`config.mk`:
```
export PLATFORM = sky130hd
export DESIGN_NAME = pcsr_regs
export DESIGN_NICKNAME = d
export VERILOG_FILES = /design/src/common/pcsr_pkg.sv /design/src/logic/pcsr_regs.sv
export VERILOG_INCLUDE_DIRS = /design/src /design/src/common
export SDC_FILE = /design/constraint.sdc
export NUM_CORES = 1
export LEC_CHECK = 0
export ABC_AREA = 1
export ABC_CLOCK_PERIOD_IN_PS = 1720
export BUFFER_PORTS_ARGS = -buffer_cell sky130_fd_sc_hd__buf_4
export CAP_MARGIN = 40
export CELL_PAD_IN_SITES_DETAIL_PLACEMENT = 1
export CELL_PAD_IN_SITES_GLOBAL_PLACEMENT = 2
export CORE_MARGIN = 10
export CORE_UTILIZATION = 25
export CTS_BUF_LIST = sky130_fd_sc_hd__clkbuf_8
export CTS_CLUSTER_SIZE = 10
export DETAILED_ROUTE_END_ITERATION = 8
export HOLD_SLACK_MARGIN = 0.05
export PLACE_DENSITY = 0.8
export SYNTH_ARGS = -nofsm -noshare
export SYNTH_HDL_FRONTEND = slang
export SYNTH_SLANG_ARGS = --single-unit
export TNS_END_PERCENT = 50
```
`constraint.sdc`:
```
create_clock -name clk_sys -period 1.72 [get_ports clk_sys]
set_input_delay 0.258 -clock clk_sys [delete_from_list [all_inputs] [get_ports clk_sys]]
set_output_delay 0.258 -clock clk_sys [all_outputs]
set_load 0.05 [all_outputs]
```
`src/common/pcsr_cfg.svh`:
```
// offsets, field positions, reset values and codes of the coding-sublayer register group
`ifndef PCSR_CFG_SVH
`define PCSR_CFG_SVH

// ----------------------------------------------------------------------
// register indices as printed, byte address is four times the index
// ----------------------------------------------------------------------
`define PCSR_IDX_MAS      16'h18f7
`define PCSR_IDX_LTS      16'h18f8
`define PCSR_IDX_CSC      16'h3000
`define PCSR_IDX_CSA      16'h38e6
`define PCSR_IDX_IRQS     16'h4000
`define PCSR_IDX_IRQM     16'h4001

// ----------------------------------------------------------------------
// sublayer prefix in index bits 15:12
// ----------------------------------------------------------------------
`define PCSR_PFX_PMA      4'h1
`define PCSR_PFX_PCS      4'h3
`define PCSR_PFX_IRQ      4'h4

// ----------------------------------------------------------------------
// reset values and field positions
// ----------------------------------------------------------------------
`define PCSR_MAS_RST      16'h3000
`define PCSR_BIT_POL      2
`define PCSR_BIT_FAULT    1
`define PCSR_BIT_LINK     0
`define PCSR_BIT_SRST     15
`define PCSR_BIT_WRAP     14
`define PCSR_BIT_TRSV     15
`define PCSR_TSEL_HI      15
`define PCSR_TSEL_LO      13
`define PCSR_TSEL_RST     3'h0
`define PCSR_IRQ_RST      3'h0

// ----------------------------------------------------------------------
// interrupt status bits
// ----------------------------------------------------------------------
`define PCSR_IRQ_FAULT    0
`define PCSR_IRQ_LDOWN    1
`define PCSR_IRQ_POLCH    2

// ----------------------------------------------------------------------
// bus codes
// ----------------------------------------------------------------------
`define PCSR_HRESP_OKAY   1'b0

`endif

```
`src/common/pcsr_pkg.sv`:
```
// types shared by the coding-sublayer register group
`default_nettype none
package pcsr_pkg;

    // ------------------------------------------------------------------
    // bus carriers
    // ------------------------------------------------------------------
    typedef struct packed {
        logic        hsel;
        logic [31:0] haddr;
        logic [1:0]  htrans;
        logic        hwrite;
        logic [2:0]  hsize;
        logic [31:0] hwdata;
    } pcsr_ahb_req_t;

    typedef struct packed {
        logic        hreadyout;
        logic        hresp;
        logic [31:0] hrdata;
    } pcsr_ahb_rsp_t;

    // ------------------------------------------------------------------
    // line status from the transceiver core
    // ------------------------------------------------------------------
    typedef struct packed {
        logic rxPolarityInv;
        logic rxFault;
        logic rxLinkUp;
    } pcsr_phy_t;

    // ------------------------------------------------------------------
    // bus phase states and test selector codes
    // ------------------------------------------------------------------
    typedef enum logic [3:0] {
        ST_IDLE = 4'b0001,
        ST_WR   = 4'b0010,
        ST_RDW  = 4'b0100,
        ST_RDD  = 4'b1000
    } pcsr_state_t;

    typedef enum logic [2:0] {
        TM_NORMAL = 3'h0,
        TM_PAT1   = 3'h1,
        TM_PAT2   = 3'h2,
        TM_PAT3   = 3'h3
    } pcsr_test_t;

endpackage
`default_nettype wire

```
`src/logic/pcsr_regs.sv`:
```
// medium-attachment status and coding-sublayer control registers on ahb-lite
`timescale 1ns/1ns
`default_nettype none
`include "pcsr_cfg.svh"

module pcsr_regs (
    input  wire logic                   clk_sys,
    input  wire logic                   rst,
    input  wire pcsr_pkg::pcsr_ahb_req_t ahbReq,
    output var  pcsr_pkg::pcsr_ahb_rsp_t ahbRsp,
    input  wire pcsr_pkg::pcsr_phy_t     phyIn,
    output logic                        softReset,
    output logic                        wrapEnable,
    output logic [2:0]                  testMode,
    output logic                        irq
);
    import pcsr_pkg::*;

    // ------------------------------------------------------------------
    // address helpers
    // ------------------------------------------------------------------
    function automatic logic [11:0] stripPfx(input logic [15:0] idx);
        stripPfx = idx[11:0];
    endfunction

    function automatic logic isReg(input logic [15:0] idx,
                                   input logic [15:0] printed);
        isReg = (idx[15:12] == printed[15:12]) &&
                (stripPfx(idx) == stripPfx(printed));
    endfunction

    // ------------------------------------------------------------------
    // state
    // ------------------------------------------------------------------
    pcsr_state_t state_r;
    pcsr_state_t state_nxt;
    logic [15:0] idx_r;
    logic        inRange_r;
    logic [15:0] hrdata_r;
    logic        faultLat_r;
    logic        faultLat_nxt;
    logic        linkLat_r;
    logic        linkLat_nxt;
    logic [2:0]  testSel_r;
    logic        softRst_r;
    logic        wrap_r;
    logic        polPrev_r;
    logic        linkPrev_r;
    logic [2:0]  irqStat_r;
    logic [2:0]  irqStat_nxt;
    logic [2:0]  irqMask_r;

    // ------------------------------------------------------------------
    // bus decode
    // ------------------------------------------------------------------
    wire        hready   = (state_r != ST_RDW);
    wire        addrTake = ahbReq.hsel & ahbReq.htrans[1] & hready;
    wire        addrOk   = (ahbReq.haddr[31:18] == 14'h0000);
    wire        wrPhase  = (state_r == ST_WR) & inRange_r;
    wire [15:0] wd       = ahbReq.hwdata[15:0];

    wire hitMas  = inRange_r & isReg(idx_r, `PCSR_IDX_MAS);
    wire hitLts  = inRange_r & isReg(idx_r, `PCSR_IDX_LTS);
    wire hitCsc  = inRange_r & isReg(idx_r, `PCSR_IDX_CSC);
    wire hitCsa  = inRange_r & isReg(idx_r, `PCSR_IDX_CSA);
    wire hitIrqs = inRange_r & isReg(idx_r, `PCSR_IDX_IRQS);
    wire hitIrqm = inRange_r & isReg(idx_r, `PCSR_IDX_IRQM);

    wire wrMas  = wrPhase & hitMas;
    wire wrLts  = wrPhase & hitLts;
    wire wrCtl  = wrPhase & (hitCsc | hitCsa);
    wire wrIrqs = wrPhase & hitIrqs;
    wire wrIrqm = wrPhase & hitIrqm;

    // ------------------------------------------------------------------
    // read words
    // ------------------------------------------------------------------
    wire [15:0] stateWord = `PCSR_MAS_RST |
                            {13'h0000, phyIn.rxPolarityInv,
                             faultLat_r, linkLat_r};
    wire [15:0] testWord  = {testSel_r, 13'h0000};
    wire [15:0] ctlWord   = {softRst_r, wrap_r, 14'h0000};
    wire [15:0] irqsWord  = {13'h0000, irqStat_r};
    wire [15:0] irqmWord  = {13'h0000, irqMask_r};

    wire [15:0] rdMux = hitMas            ? stateWord :
                        hitLts            ? testWord  :
                        (hitCsc | hitCsa) ? ctlWord   :
                        hitIrqs           ? irqsWord  :
                        hitIrqm           ? irqmWord  :
                                            16'h0000;

    // ------------------------------------------------------------------
    // bus phase machine
    // ------------------------------------------------------------------
    always_comb begin
        state_nxt = ST_IDLE;
        case (state_r)
            ST_RDW: state_nxt = ST_RDD;
            default: begin
                if (addrTake) begin
                    state_nxt = ahbReq.hwrite ? ST_WR : ST_RDW;
                end
            end
        endcase
    end

    always_ff @(posedge clk_sys or posedge rst) begin
        if (rst) begin
            state_r   <= ST_IDLE;
            idx_r     <= 16'h0000;
            inRange_r <= 1'b0;
        end else begin
            state_r <= state_nxt;
            if (addrTake) begin
                idx_r     <= ahbReq.haddr[17:2];
                inRange_r <= addrOk;
            end
        end
    end

    always_ff @(posedge clk_sys or posedge rst) begin
        if (rst) begin
            hrdata_r <= 16'h0000;
        end else if (state_r == ST_RDW) begin
            hrdata_r <= rdMux;
        end
    end

    assign ahbRsp = {hready, `PCSR_HRESP_OKAY, 16'h0000, hrdata_r};

    // ------------------------------------------------------------------
    // latched line indications
    // ------------------------------------------------------------------
    assign faultLat_nxt = phyIn.rxFault |
        (faultLat_r & ~(wrMas & ~wd[`PCSR_BIT_FAULT]));
    assign linkLat_nxt = (wrMas & ~wd[`PCSR_BIT_LINK]) ?
        phyIn.rxLinkUp : (linkLat_r & phyIn.rxLinkUp);

    always_ff @(posedge clk_sys or posedge rst) begin
        if (rst) begin
            faultLat_r <= 1'b0;
            linkLat_r  <= 1'b0;
        end else begin
            faultLat_r <= faultLat_nxt;
            linkLat_r  <= linkLat_nxt;
        end
    end

    // ------------------------------------------------------------------
    // test selector and control word
    // ------------------------------------------------------------------
    always_ff @(posedge clk_sys or posedge rst) begin
        if (rst) begin
            testSel_r <= `PCSR_TSEL_RST;
        end else if (wrLts & ~wd[`PCSR_BIT_TRSV]) begin
            testSel_r <= wd[`PCSR_TSEL_HI:`PCSR_TSEL_LO];
        end
    end

    always_ff @(posedge clk_sys or posedge rst) begin
        if (rst) begin
            softRst_r <= 1'b0;
            wrap_r    <= 1'b0;
        end else begin
            softRst_r <= wrCtl & wd[`PCSR_BIT_SRST];
            if (wrCtl) begin
                wrap_r <= wd[`PCSR_BIT_WRAP];
            end
        end
    end

    assign softReset  = softRst_r;
    assign wrapEnable = wrap_r;
    assign testMode   = testSel_r;

    // ------------------------------------------------------------------
    // interrupts
    // ------------------------------------------------------------------
    wire [2:0] evt = {polPrev_r ^ phyIn.rxPolarityInv,
                      linkPrev_r & ~phyIn.rxLinkUp,
                      phyIn.rxFault};
    wire [2:0] irqClr = wrIrqs ? wd[2:0] : 3'h0;

    assign irqStat_nxt = evt | (irqStat_r & ~irqClr);

    always_ff @(posedge clk_sys or posedge rst) begin
        if (rst) begin
            polPrev_r  <= 1'b0;
            linkPrev_r <= 1'b0;
            irqStat_r  <= `PCSR_IRQ_RST;
            irqMask_r  <= `PCSR_IRQ_RST;
        end else begin
            polPrev_r  <= phyIn.rxPolarityInv;
            linkPrev_r <= phyIn.rxLinkUp;
            irqStat_r  <= irqStat_nxt;
            if (wrIrqm) begin
                irqMask_r <= wd[2:0];
            end
        end
    end

    assign irq = |(irqStat_r & irqMask_r);

    // ------------------------------------------------------------------
    // assertions
    // ------------------------------------------------------------------
    wire rdMas = (state_r == ST_RDD) & hitMas;
    wire rdCtl = (state_r == ST_RDD) & (hitCsc | hitCsa);

    property p_mas_reset;
        @(posedge clk_sys) disable iff (rst)
        rdMas |-> ahbRsp.hrdata[15:12] == 4'h3;
    endproperty
    a_mas_reset: assert property (p_mas_reset)
        else $error("state word top nibble wrong");

    property p_loop_abil;
        @(posedge clk_sys) disable iff (rst)
        rdMas |-> ahbRsp.hrdata[13];
    endproperty
    a_loop_abil: assert property (p_loop_abil)
        else $error("loopback ability not reported");

    property p_no_abil;
        @(posedge clk_sys) disable iff (rst)
        rdMas |-> ahbRsp.hrdata[11:9] == 3'h0;
    endproperty
    a_no_abil: assert property (p_no_abil)
        else $error("absent ability reported");

    property p_polarity;
        @(posedge clk_sys) disable iff (rst)
        rdMas |-> ahbRsp.hrdata[2] == $past(phyIn.rxPolarityInv);
    endproperty
    a_polarity: assert property (p_polarity)
        else $error("polarity bit mismatch");

    property p_fault_hold;
        @(posedge clk_sys) disable iff (rst)
        phyIn.rxFault ##1 !(wrMas && !wd[1]) [*3] |=> faultLat_r;
    endproperty
    a_fault_hold: assert property (p_fault_hold)
        else $error("fault latch lost");

    property p_link_low;
        @(posedge clk_sys) disable iff (rst)
        !phyIn.rxLinkUp && !wrMas |=> !linkLat_r;
    endproperty
    a_link_low: assert property (p_link_low)
        else $error("link latch not low");

    property p_test_rsv;
        @(posedge clk_sys) disable iff (rst)
        wrLts && wd[15] |=> testMode == $past(testMode);
    endproperty
    a_test_rsv: assert property (p_test_rsv)
        else $error("reserved test code taken");

    property p_srst_pulse;
        @(posedge clk_sys) disable iff (rst)
        wrCtl && wd[15] ##1 !(wrCtl && wd[15]) |-> softReset ##1 !softReset;
    endproperty
    a_srst_pulse: assert property (p_srst_pulse)
        else $error("soft reset not one cycle");

    property p_wrap_wr;
        @(posedge clk_sys) disable iff (rst)
        wrPhase && hitCsc |=> wrapEnable == $past(wd[14]);
    endproperty
    a_wrap_wr: assert property (p_wrap_wr)
        else $error("loopback enable not written");

    property p_alias_wr;
        @(posedge clk_sys) disable iff (rst)
        wrPhase && hitCsa |=> wrapEnable == $past(wd[14]);
    endproperty
    a_alias_wr: assert property (p_alias_wr)
        else $error("alias write lost");

    property p_rsv_zero;
        @(posedge clk_sys) disable iff (rst)
        rdCtl |-> ahbRsp.hrdata[13:0] == 14'h0000;
    endproperty
    a_rsv_zero: assert property (p_rsv_zero)
        else $error("reserved bits not zero");

    property p_unmapped;
        @(posedge clk_sys) disable iff (rst)
        (state_r == ST_RDD) && !(hitMas || hitLts || hitCsc || hitCsa
            || hitIrqs || hitIrqm) |-> ahbRsp.hrdata == 32'h00000000;
    endproperty
    a_unmapped: assert property (p_unmapped)
        else $error("unmapped read not zero");

    property p_fault_set;
        @(posedge clk_sys) disable iff (rst)
        phyIn.rxFault |=> faultLat_r;
    endproperty
    a_fault_set: assert property (p_fault_set)
        else $error("fault not latched");

    property p_mas_rsv;
        @(posedge clk_sys) disable iff (rst)
        rdMas |-> ahbRsp.hrdata[15:14] == 2'h0 && ahbRsp.hrdata[8:3] == 6'h00;
    endproperty
    a_mas_rsv: assert property (p_mas_rsv)
        else $error("state word reserved bits set");

    property p_lts_rsv;
        @(posedge clk_sys) disable iff (rst)
        (state_r == ST_RDD) && hitLts |-> ahbRsp.hrdata[12:0] == 13'h0000;
    endproperty
    a_lts_rsv: assert property (p_lts_rsv)
        else $error("selector reserved bits set");

    c_alias_wr: cover property (@(posedge clk_sys) disable iff (rst)
        wrPhase && hitCsa);
    c_fault_read: cover property (@(posedge clk_sys) disable iff (rst)
        rdMas && ahbRsp.hrdata[1]);
    c_srst: cover property (@(posedge clk_sys) disable iff (rst)
        softReset);
    c_irq: cover property (@(posedge clk_sys) disable iff (rst)
        irq);
    c_test3: cover property (@(posedge clk_sys) disable iff (rst)
        testMode == TM_PAT3);

endmodule
`default_nettype wire

```
==> results.md, run 1 <==
- The run finished with clean final reports.
- In this run, the number of DRC markers left after iteration 0 of detailed routing was slightly below 70.
- After detailed routing, the total wire length is ~6.2 mm.
- TritonCTS built the clock tree.
- The worst setup path is captured at an output port.
- The post-detailed-route count of antenna-violating nets is 0.
- Port buffering added 57 buffers.
- The first global-routing pass estimated a little over 10 mm of wire.
- The worst path in the final design needs a cycle of 1600 ps, including I/O delays and setup.
- The static leakage is 1.49 nW.
- The largest driver fanout on the critical path is 8.
- The number of max-slew violations in the final report is 0.
- The cell sitting at the root of the clock tree is a sky130_fd_sc_hd__clkbuf_8.
- The most critical setup path has its endpoint at ahbRsp[33].
- The number of placed instances with taps included is 451.
- Setup repair after global routing left no endpoint under its margin.
- The count of different cell masters after synthesis is 31.
- Counting every instance in the synthesized netlist gives ~290.
- The clock drives 43 sinks.
- The width of the chip is between 100 and 150 um.
- The post-route clock skew is about 7.0 ps.
- The slowest stage of the critical path belongs to the cell sky130_fd_sc_hd__dfrtp_1.
- The number of antenna violations at the first check in global routing came to 0.
- The maximum clock path buffer count is 2.
- The number of nets at the end of the flow is 428.
- After detailed routing, the number of vias per cell comes to between 4 and 5.
- In the finished design, the share of the clock period the worst path needs comes to between 90 and 100%.
- The worst pin sits at a relative slew slack of between 60 and 70%.
- The ratio of cells with drive above 1 in the final layout is about 24%.
- The antenna cell count is 0.
- For the final routed database, the setup TNS stands at 0 ps.
- After clock tree synthesis, the clock-pin slew on the worst setup and hold paths is around 80 ps.
- The die area is around 13000 um^2.
- Routability-driven placement finished with a final weighted congestion of 0.774.
- The count of hold-fix buffers inserted at cts is 0.
- The HPWL after detailed placement is roughly 5.1 mm.
- The number of gates resized after CTS is 0.
- Clock tree synthesis inserted a total of 5 buffers.
- The initialized floorplan defines 34 standard-cell rows.
- For the pin with the worst max-slew slack, the measured transition is 555 ps.
- The critical path class is flop to output port.
- The detailed-route wire length per cell is around 14 um.
- The most common cell after layout, fill and taps aside is sky130_fd_sc_hd__nand2_1.
- The signal on the critical path passes through inv_2 > nand2_2 > nor3_4 > inv_2 > buf_4.
- The floorplan step defined a core boundary enclosing 8810 um^2.
- In this run the critical register-to-register path is captured at irqStat_r[0].
- The biggest cell delay along the critical path is between 300 and 400 ps.
- Fill cells in the final layout number around 1100.
- The maximum VDD drop is 0.000272 V.
- Summing every instance area after synthesis gives 2280 um^2.
- Leaving out fill and tap cells, the most frequent cells in the layout are sky130_fd_sc_hd__nand2_1, sky130_fd_sc_hd__buf_4, sky130_fd_sc_hd__dfrtp_1.
- After synthesis, the mean cell area works out to ~7.9 um^2.
- The flop-to-flop setup slack is ~180 ps.
- The timing-limited maximum frequency is about 630 MHz.
- The worst setup path is launched from a flop.
- The via count of the first global-routing pass was 2142.
- The sequential-to-total area share from yosys stat is a little under half.
- The number of hold violations in the final report is 0.
- The cell repeated most along the worst path is sky130_fd_sc_hd__inv_2.
- From synthesis to final layout, the design area changed by 24.2%.
- The via count is ~1900.
- Synthesis inferred 43 register bits.
- For this run, the total global-route usage over all layers was measured as under 10%.
- Yosys printed 0 warnings.
- In this run the worst setup path begins at state_r[3].
- The classification of the worst-slack hold path is primary input to flop.
- The logic depth of the worst register-to-register path is 8.
- The clock tree synthesis step divided the H-tree into 2 levels.
- The maximum number of pins on one net before global-route repair is 44.
- The number of iterations in the first detailed-routing pass is 4.
- The total setup violations reported at the end of the flow is 0.
- The finished layout holds between 400 and 500 standard cells, fillers aside.
- The die outline height is between 100 and 150 um.
- For the worst setup path, the data arrival time is about 1300 ps.
- The max capacitance violation total is 0.
- Power spread over the standard cell area amounts to between 700 and 800 nW/um^2.
- The clock network latency to the later pin of the worst-skew pair is a little under 300 ps.
- The number of ports placed on the die boundary is between 100 and 150.
- The data required time at the worst endpoint is about 1500 ps.
- The total global routing overflow is 0.
- The initial cell density of the core is 25.9%.
- The launch instance of the worst register-to-register path is idx_r[6].
- In the routed design, unresolved DRC markers number 0.
synth_stat cells:
library cell / instances / area, um^2
sky130_fd_sc_hd__nand2_1: 79 / 297
sky130_fd_sc_hd__dfrtp_1: 42 / 1050
sky130_fd_sc_hd__inv_1: 36 / 135
sky130_fd_sc_hd__nor2_1: 30 / 113
sky130_fd_sc_hd__buf_4: 27 / 203
sky130_fd_sc_hd__o21ai_0: 17 / 85.1
sky130_fd_sc_hd__nand3_1: 13 / 65.1
sky130_fd_sc_hd__nand4_1: 4 / 25.0
sky130_fd_sc_hd__o21ai_1: 4 / 20.0
sky130_fd_sc_hd__a21oi_1: 3 / 15.0
sky130_fd_sc_hd__nand3_2: 3 / 30.0
sky130_fd_sc_hd__nor4_1: 3 / 18.8
sky130_fd_sc_hd__o21ai_2: 3 / 26.3
sky130_fd_sc_hd__buf_2: 2 / 10.0
sky130_fd_sc_hd__inv_2: 2 / 7.51
sky130_fd_sc_hd__nor2_2: 2 / 12.5
sky130_fd_sc_hd__nor2_4: 2 / 22.5
sky130_fd_sc_hd__o21a_1: 2 / 15.0
sky130_fd_sc_hd__a21boi_1: 1 / 7.51
sky130_fd_sc_hd__a31oi_1: 1 / 6.26
sky130_fd_sc_hd__and3_1: 1 / 6.26
sky130_fd_sc_hd__buf_6: 1 / 11.3
sky130_fd_sc_hd__conb_1: 1 / 3.75
sky130_fd_sc_hd__dfstp_2: 1 / 26.3
sky130_fd_sc_hd__nand2_2: 1 / 6.26
sky130_fd_sc_hd__nand4_2: 1 / 12.5
sky130_fd_sc_hd__nor3_1: 1 / 5.00
sky130_fd_sc_hd__nor3_2: 1 / 10.0
sky130_fd_sc_hd__nor3_4: 1 / 16.3
sky130_fd_sc_hd__nor3b_1: 1 / 7.51
sky130_fd_sc_hd__xnor2_1: 1 / 8.76
metal layers:
layer	GRT usage (%)	vias to the layer above	part of all wire, %	wire length, um
li1	-	967	-	-
met1	12.0	875	46	2870
met2	14.8	60	45	2840
met3	3.77	2	8.3	517
met4	1.77	0	0.34	21
met5	0	-	0	0
sequential cells by signal, indices dropped and copies added (netlist names):
register	cells
testMode	3
irqStat_r	3
softReset	1
irqMask_r	3
linkPrev_r	1
state_r	4
wrapEnable	1
linkLat_r	1
faultLat_r	1
hrdata_r	7
inRange_r	1
idx_r	16
polPrev_r	1
kinds of logic (layout without fill, tap and decap cells):
kind of cell           after synthesis  after routing  share of synthesized area (%)
AO/OA/AOI/OAI                       31             31                           7.69
XOR/XNOR                             1              1                          0.384
other                                1             26                          0.165
buffers and inverters               68            107                           16.1
flip-flops                          43             43                           47.3
AND/OR/NAND/NOR                    143            143                           28.4
worst min-delay path by stage:
stage             start          to  slack (ps)  depth (start not counted)
2_1_floorplan  phyIn[0]  linkPrev_r         290                          0
3_3_place_gp   phyIn[0]  linkPrev_r         380                          1
3_5_place_dp   phyIn[0]  linkPrev_r         380                          1
4_1_cts        phyIn[0]  linkPrev_r          80                          1
5_1_grt        phyIn[0]  linkPrev_r          70                          1
6_report       phyIn[0]  linkPrev_r          80                          1
critical path, delay by kind of cell, from the launching register on:
kind,cells,cell delay [ps]
buffers and inverters,3,390
flip-flops,1,370
AND/OR/NAND/NOR,2,290
per-stage QoR:
stage	setup slack, ps	util (%)	cell area [um^2]	hold slack, ps	power, mW
detailed placement	198	31.1	2740	383	1.63
global route	10.3	32.1	2830	73.6	2.33
finish	125	32.1	2830	83.1	2.19
CTS	52.2	32.0	2810	76.5	2.22
global placement	190	31.1	2740	378	1.61
floorplan	398	-	2370	289	1.52
repair_timing:
item	CTS	global route
buffers inserted	0	2
endpoints found under the setup margin	0	1
endpoints found under the hold margin	0	0
report_power, final:
group	switching [mW]	total [mW]	internal, mW
logic	0.334	0.477	0.144
registers	0.0450	1.12	1.08
clock network	0.325	0.591	0.265
cell type report:
class	count	area [um^2]	share of cell area (%)
Clock buffer	5	68.8	2.43
Clock inverter	1	3.75	0.133
Inverter	38	143	5.04
Multi-Input combinational cell	201	928	32.8
Sequential cell	43	1080	38.1
Tap cell	108	135	4.78
Timing Repair Buffer	63	473	16.7
No activity file was read; power rests on OpenSTA's default activity.
==> run 2, diff against run 1 <==
- ABC_AREA: 1 -> unset
- CORE_UTILIZATION: 25 -> 27
==> results.md, run 2 <==
- The post-route clock period utilization is 114% (+21 points).
- After synthesis, the largest family of logic cells by area is simple AND/OR/NAND/NOR gates.
- The antenna cell count is 0 (unchanged).
- In the synthesized netlist, the cells that appear most often are sky130_fd_sc_hd__dfrtp_1, sky130_fd_sc_hd__buf_4, sky130_fd_sc_hd__mux2_2.
- The ratio of cells with drive above 1 in the final layout is 53.6% (+29 points).
- The count of flip-flops with a built-in enable after synthesis is 0 (unchanged).
- The via count of the first global-routing pass is 2034 (-5.0%).
- The first-pass GRT wire length is 10.1 mm (-1.4%).
- The top cell types in the final layout, fill and taps aside, are sky130_fd_sc_hd__buf_4, sky130_fd_sc_hd__dfrtp_1, sky130_fd_sc_hd__conb_1.
- The clock tree root driver cell is sky130_fd_sc_hd__clkbuf_8.
- The mean instance size in the synthesized netlist is 11.3 um^2 (+42%).
- The flow ran to the end, but the final reports show violations.
- The number of standard cells after synthesis is 193 (-33%).
- The wire length after detailed routing is 6.52 mm (+4.3%).
- The critical path class is flop to flop.
- The detailed-route wire length per cell is 16.5 um (+21%).
- The half-perimeter wire length of the detailed placement result is 5.01 mm (-2.5%).
- The worst slack at placement is -258 ps (-456 ps).
- In the final layout, the registers with the most flip-flops are idx_r: 16 flops, hrdata_r: 7 flops, state_r: 4 flops.
- The transition at the pin with the smallest max-transition slack is 551 ps (-4.53 ps).
- The number of flip-flops under the largest register name is 16 (unchanged).
- The number of placed instances with taps included is 380 (-16%).
- The warning count from the yosys run came to 0 (unchanged).
- The sequential-to-total area share from yosys stat is 49.5% (+2.2 points).
- The depth of the CTS H-tree is 2 (unchanged).
- The number of max-slew violations in the final report came to 0 (unchanged).
- The width of the chip is 110 um (-4.9%).
- The clock-pin slew on the worst setup and hold paths was 80 ps (about the same).
- The final reports fail on setup timing.
- The die area was 12100 um^2 (-9.5%).
- The post-detailed-route count of antenna-violating nets came to 0 (unchanged).
- The smallest setup slack after layout is -235 ps (-360 ps).
- The largest driver fanout on the critical path is 3 (-5).
- The maximum number of pins on one net before global-route repair is 44 (unchanged).
- The overall routing resource usage is 10.5% (+1.1 points).
- The register bit total from synthesis is 43 (unchanged).
- The combined flip-flop and latch cell area is 1080 um^2 (unchanged).
- The tightest min-delay check is of the primary input to asynchronous set/reset pin type.
- The final instance count without filler cells is 395 (-14%).
- The number of antenna violations at the first check in global routing was 0 (unchanged).
- The worst-case headroom to the max-slew limit was 63.3% (+0.30 points).
- The total setup violations reported at the end of the flow is 13 (+13).
- The synthesized design spends more area on one cell type than any other, namely sky130_fd_sc_hd__dfrtp_1.
- The number of DRC violations after detailed-routing iteration 0 was 49 (-29%).
- The clock network latency to the later pin of the worst-skew pair is 300 ps (about the same).
- The static leakage is 1.51 nW (+1.1%).
- The flip-flop cell with the highest count after synthesis is sky130_fd_sc_hd__dfrtp_1.
- The initial cell density of the core is 27.9% (+2.0 points).
- STA classifies the critical path endpoint as a flop.
- The total clock sinks is 43 (unchanged).
- The multi-input combinational cell area was 1130 um^2 (+22%).
- The register ranked first by flip-flop count is idx_r.
- The total global routing overflow is 0 (unchanged).
- The number of ports placed on the die boundary is 116 (unchanged).
- STA classifies the critical path startpoint as a flop.
- The number of placement rows came to 32 (-5.9%).
- The post-synthesis instance area came to 2180 um^2 (-4.4%).
- The max capacitance violation total is 0 (unchanged).
- The timing-limited maximum frequency came to 511 MHz (-18%).
- Setup repair after global routing could not meet its margin everywhere.
- The via count is 1805 (-5.2%).
- The die outline height is 110 um (-4.9%).
- The post-route clock skew is 6.37 ps (-0.661 ps).
- The number of nets at the end of the flow is 369 (-14%).
- The final critical delay including setup and external delays came to 1960 ps (+360 ps).
- The library cell with the highest instance count after synthesis is sky130_fd_sc_hd__dfrtp_1.
- The post-synthesis share of cell area spent on xor and xnor gates is 0.402% (+0.018 points).
- The power per unit of standard cell area came to 760 nW/um^2 (-2.0%).
- The data required time at the worst endpoint was 1910 ps (+450 ps).
- The area growth from synthesis to layout is 49.3%.
- Ranked by total cell area, the synthesized netlist is headed by sky130_fd_sc_hd__dfrtp_1, sky130_fd_sc_hd__mux2_2, sky130_fd_sc_hd__buf_4.
- The accumulated negative setup slack is -1660 ps (-1660 ps).
- TritonCTS built the clock tree.
- The average via count per standard cell is 4.57 (+10%).
- The count of different cell masters after synthesis is 44 (+42%).
- The number of I/O port buffers came to 57 (unchanged).
- The critical path data arrival time was 2140 ps (+800 ps).
- The proportion of register bits with asynchronous set or reset after synthesis came to 100% (unchanged).
- The area share of fa/ha/maj cells after synthesis was 0% (unchanged).
- The floorplan core area came to 7810 um^2 (-11%).
- The maximum VDD drop is 0.000500 V (+84%).
- The DRC violations left was 0 (unchanged).
- The fill cell instance count of the final layout was 878 (-21%).
- The count of hold-fix buffers inserted at cts came to 0 (unchanged).
- The multiplexer share of the synthesized area is 12.8% (+13 points).
- The portion of synthesized cell area occupied by the leading cell type is 48.2% (+2.1 points).
- The number of hold violations in the final report came to 0 (unchanged).
- The placer congestion estimate is 0.788 (+1.8%).
- The most common cell after layout, fill and taps aside is sky130_fd_sc_hd__buf_4.
- The synthesized-area fraction occupied by and/or/nand/nor cells is 18.7% (-9.7 points).
- The maximum clock path buffer count was 2 (unchanged).
- The number of buffers created by CTS is 5 (unchanged).
- The compound-cell area share of the yosys netlist came to 6.66% (-1.0 points).
- The number of iterations in the first detailed-routing pass came to 6 (+2).
run 2: cell count changes after synthesis, moves of 7 or more:
cell / change
sky130_fd_sc_hd__inv_1: -29
sky130_fd_sc_hd__mux2_2: +21
sky130_fd_sc_hd__nand2_1: -71
sky130_fd_sc_hd__nand2b_1: +9
sky130_fd_sc_hd__nand3_1: -7
sky130_fd_sc_hd__nor2_1: -26
sky130_fd_sc_hd__o21ai_0: -16
run 2: layout make-up:
| class | instances | share of cell area (%) |
|---|---|---|
| Clock inverter | 1 | 0.154 |
| Clock buffer | 6 | 2.54 |
| Timing Repair Buffer | 100 | 24.3 |
| Inverter | 8 | 1.08 |
| Tap cell | 102 | 3.92 |
| Multi-Input combinational cell | 135 | 34.8 |
| Sequential cell | 43 | 33.1 |
run 2: where the power goes:
group          internal [mW]  total, mW  switching, mW
clock                  0.315      0.663          0.347
sequential              1.09       1.14         0.0528
combinational          0.285      0.664          0.378
run 2: worst paths after layout:
check	start	cells after the start	slack, ps	endpoint
max in group asynchronous	rst	3	1230	state_r[0]
min	rst	3	90	hrdata_r[12]
min in group clk_sys	phyIn[2]	1	90	polPrev_r
max	idx_r[1]	4	-240	testMode[0]
max reg2reg	idx_r[1]	4	-240	testMode[0]
min reg2reg	hrdata_r[12]	2	480	hrdata_r[12]
run 2: logic make-up (layout without fill, tap and decap cells):
group | Yosys count | count (layout)
other | 1 | 26
xor gates and xnor gates | 1 | 1
buffers and inverters | 40 | 115
DFF | 43 | 43
AOI/OAI and AO/OA | 19 | 19
and+or+nand+nor | 64 | 64
muxes | 25 | 25
run 2: per-layer routing:
layer	wire [um]	share of wire (%)	global-route usage [%]
met4	61	0.94	2.79
met3	474	7.3	4.10
met1	2660	41	12.5
met5	0	0	0
met2	3330	51	17.3
run 2: repair_timing:
action | in CTS | in global routing
cloned | 0 | 0
endpoints found under the setup margin | 19 | 37
buffers inserted | 4 | 7
pin swaps | 7 | 14
resized for setup | 12 | 27
run 2: stage by stage:
step	instance area, um^2	utilization, %	hold slack (ps)	total power, mW
6_report	3250	41.7	92.4	2.47
4_1_cts	3090	39.6	75.9	2.46
3_5_place_dp	2930	37.6	402	1.78
2_1_floorplan	2370	-	289	1.58
3_3_place_gp	2930	37.6	400	1.76
5_1_grt	3250	41.7	74.2	2.60
run 2: worst max-delay path, stage by stage, from the launching register on:
cell,delay [ps]
sky130_fd_sc_hd__dfrtp_1,380
sky130_fd_sc_hd__or4b_4,550
sky130_fd_sc_hd__nor4_4,190
sky130_fd_sc_hd__nor4b_4,350
sky130_fd_sc_hd__mux2_2,370
==> run 3, diff against run 2 <==
- BUFFER_PORTS_ARGS: -buffer_cell sky130_fd_sc_hd__buf_4 -> unset
- CORE_UTILIZATION: 27 -> 38
- DONT_BUFFER_PORTS: unset -> 1
- PLACE_DENSITY: 0.8 -> 0.79
==> results.md, run 3 (synthesized netlist as in run 2, its figures left out) <==
- The number of DRC violations after detailed-routing iteration 0 came to 78 (+59%).
- By startpoint and endpoint, the worst setup path is classified as flop to flop.
- The accumulated negative setup slack is -2220 ps (-562 ps).
- The maximum clock path buffer count is 2 (unchanged).
- The post-place instance area is 2470 um^2 (-16%).
- The largest driver fanout on the critical path is 4 (+1).
- The antenna cell count is 0 (unchanged).
- The die area is 9160 um^2 (-24%).
- The register ranked first by flip-flop count is idx_r.
- The number of hold violations in the final report is 0 (unchanged).
- The data required time at the worst endpoint was 1900 ps (about the same).
- The floorplan core area is 5540 um^2 (-29%).
- The power per unit of standard cell area was 871 nW/um^2 (+15%).
- The number of iterations in the first detailed-routing pass is 4 (-2).
- The number of nets at the end of the flow is 318 (-14%).
- The die outline height was 95.7 um (-13%).
- Setup repair after global routing could not meet its margin everywhere.
- Among cell families on the critical path, the largest total delay comes from simple AND/OR/NAND/NOR gates.
- The initial cell density of the core is 39.3% (+11 points).
- The total clock sinks came to 43 (unchanged).
- The via count is 1672 (-7.4%).
- The startpoint type of the worst setup path is a flop.
- The clock-pin slew on the worst setup and hold paths is 90 ps (about the same).
- The max capacitance violation total was 0 (unchanged).
- The wire length after detailed routing was 6.68 mm (+2.4%).
- The number of flip-flops under the largest register name is 16 (unchanged).
- The average via count per standard cell was 5.31 (+16%).
- The worst-case headroom to the max-slew limit is 60.0% (-3.3 points).
- The logic depth of the worst register-to-register path came to 5 (+1).
- The number of placed instances with taps included was 293 (-23%).
- The flow ran to the end, but the final reports show violations.
- The biggest cell delay along the critical path is 530 ps (-20 ps).
- The buffering stage count on the worst path with inverters included is 1 (+1).
- The via count of the first global-routing pass is 1926 (-5.3%).
- The final instance count without filler cells came to 315 (-20%).
- The number of max-slew violations in the final report is 0 (unchanged).
- The total global routing overflow is 0 (unchanged).
- The final critical delay including setup and external delays came to 1990 ps (+39.0 ps).
- The maximum number of pins on one net before global-route repair is 44 (unchanged).
- The transition at the pin with the smallest max-transition slack is 595 ps (+43.8 ps).
- The critical path data arrival time came to 2170 ps (+30 ps).
- The largest registers in the layout are idx_r: 16 flops, hrdata_r: 7 flops, state_r: 4 flops.
- The depth of the CTS H-tree is 2 (unchanged).
- The final reports fail on setup timing.
- The post-route clock skew is 10.2 ps (+3.83 ps).
- The cell with the largest stage delay on the worst path is sky130_fd_sc_hd__or4_4.
- The number of I/O port buffers came to 0 (-100%).
- The detailed-route wire length per cell is 21.2 um (+28%).
- The half-perimeter wire length of the detailed placement result was 4.77 mm (-4.9%).
- The tightest min-delay check is of the primary input to flop type.
- The post-detailed-route count of antenna-violating nets came to 0 (unchanged).
- The most common cell after layout, fill and taps aside is sky130_fd_sc_hd__dfrtp_1.
- In the layout the commonest cells are sky130_fd_sc_hd__dfrtp_1, sky130_fd_sc_hd__buf_4, sky130_fd_sc_hd__conb_1.
- The timing-limited maximum frequency was 501 MHz (-2.0%).
- The summed area of non-filler cells in the final layout is 2910 um^2 (-11%).
- The number of placement rows is 27 (-16%).
- The first-pass GRT wire length is 9.89 mm (-2.0%).
- The number of buffers created by CTS was 5 (unchanged).
- The DRC violations left is 0 (unchanged).
- The width of the chip is 95.7 um (-13%).
- The placer congestion estimate is 0.777 (-1.4%).
- The number of antenna violations at the first check in global routing is 0 (unchanged).
- The smallest hold slack is 67.4 ps (-24.9 ps).
- The number of ports placed on the die boundary is 116 (unchanged).
- The worst slack at placement came to -273 ps (-15.2 ps).
- The number of logic stages on the critical path including buffering is 5 (+1).
- Along the worst hold path, the cell count comes to 1.
- TritonCTS built the clock tree.
- The overall routing resource usage is 13.9% (+3.4 points).
- The area growth from synthesis to layout is 33.4%.
- The post-route clock period utilization is 116% (+2.3 points).
- The endpoint kind of the worst setup timing path is a flop.
- Walking the worst path, the cells encountered are buf_4 > or4_4 > nor2_4 > nand4_1 > mux2_4.
- The maximum VDD drop was 0.000400 V (-20%).
- The clock tree root driver cell is sky130_fd_sc_hd__clkbuf_8.
- The static leakage is 1.28 nW (-15%).
- The ratio of cells with drive above 1 in the final layout is 42.4% (-11 points).
- The clock network latency to the later pin of the worst-skew pair is 300 ps (about the same).
- The smallest setup slack after layout is -274 ps (-39.0 ps).
- The total setup violations reported at the end of the flow is 15 (+2).
run 3: repair_timing:
action / CTS / global route
hold buffers: 7 / 0
gates resized for setup: 23 / 18
buffers inserted: 4 / 7
endpoints found under the setup margin: 20 / 34
endpoints found under the hold margin: 48 / 0
pin swaps: 10 / 13
run 3: through the flow:
step	total power, mW	util, %
finish	2.53	52.4
global route	2.64	52.4
floorplan	1.58	-
CTS	2.51	50.2
global placement	1.65	44.5
detailed placement	1.68	44.5
run 3: layout make-up:
cell class | instances | area (um^2)
tap | 72 | 90.1
timing repair buffer | 49 | 435
multi-input combinational | 135 | 1160
fill | 585 | 2640
clock inverter | 3 | 41.3
inverter | 8 | 33.8
clock buffer | 5 | 68.8
sequential | 43 | 1080
run 3: worst paths after layout:
kind                            slack, ps  startpoint            to
worst min-delay path                   70    phyIn[0]     linkLat_r
min in group asynchronous             550         rst   testMode[1]
worst max-delay path                 -270    idx_r[1]  irqMask_r[0]
max in group asynchronous             790         rst  irqStat_r[1]
worst min register to register        500  faultLat_r    faultLat_r
worst max register to register       -270    idx_r[1]  irqMask_r[0]
run 3: metal layers:
metal / GRT usage [%] / routed length [um]
met1: 14.3 / 2430
met2: 25.0 / 3510
met3: 5.99 / 645
met4: 3.81 / 87
met5: 0 / 0
run 3: power breakdown:
part / leakage [nW] / switching [mW] / total, mW / internal (mW)
Combinational: 0.706 / 0.332 / 0.554 / 0.222
Sequential: 0.523 / 0.0985 / 1.19 / 1.09
Clock: 0.0556 / 0.359 / 0.786 / 0.428
Total: 1.28 / 0.789 / 2.53 / 1.74
run 3: worst register-to-register path, cell delays in order, from the launching register on:
cell                      delay (ps)
sky130_fd_sc_hd__dfrtp_1         390
sky130_fd_sc_hd__buf_4           150
sky130_fd_sc_hd__or4_4           530
sky130_fd_sc_hd__nor2_4          160
sky130_fd_sc_hd__nand4_1         250
sky130_fd_sc_hd__mux2_4          390
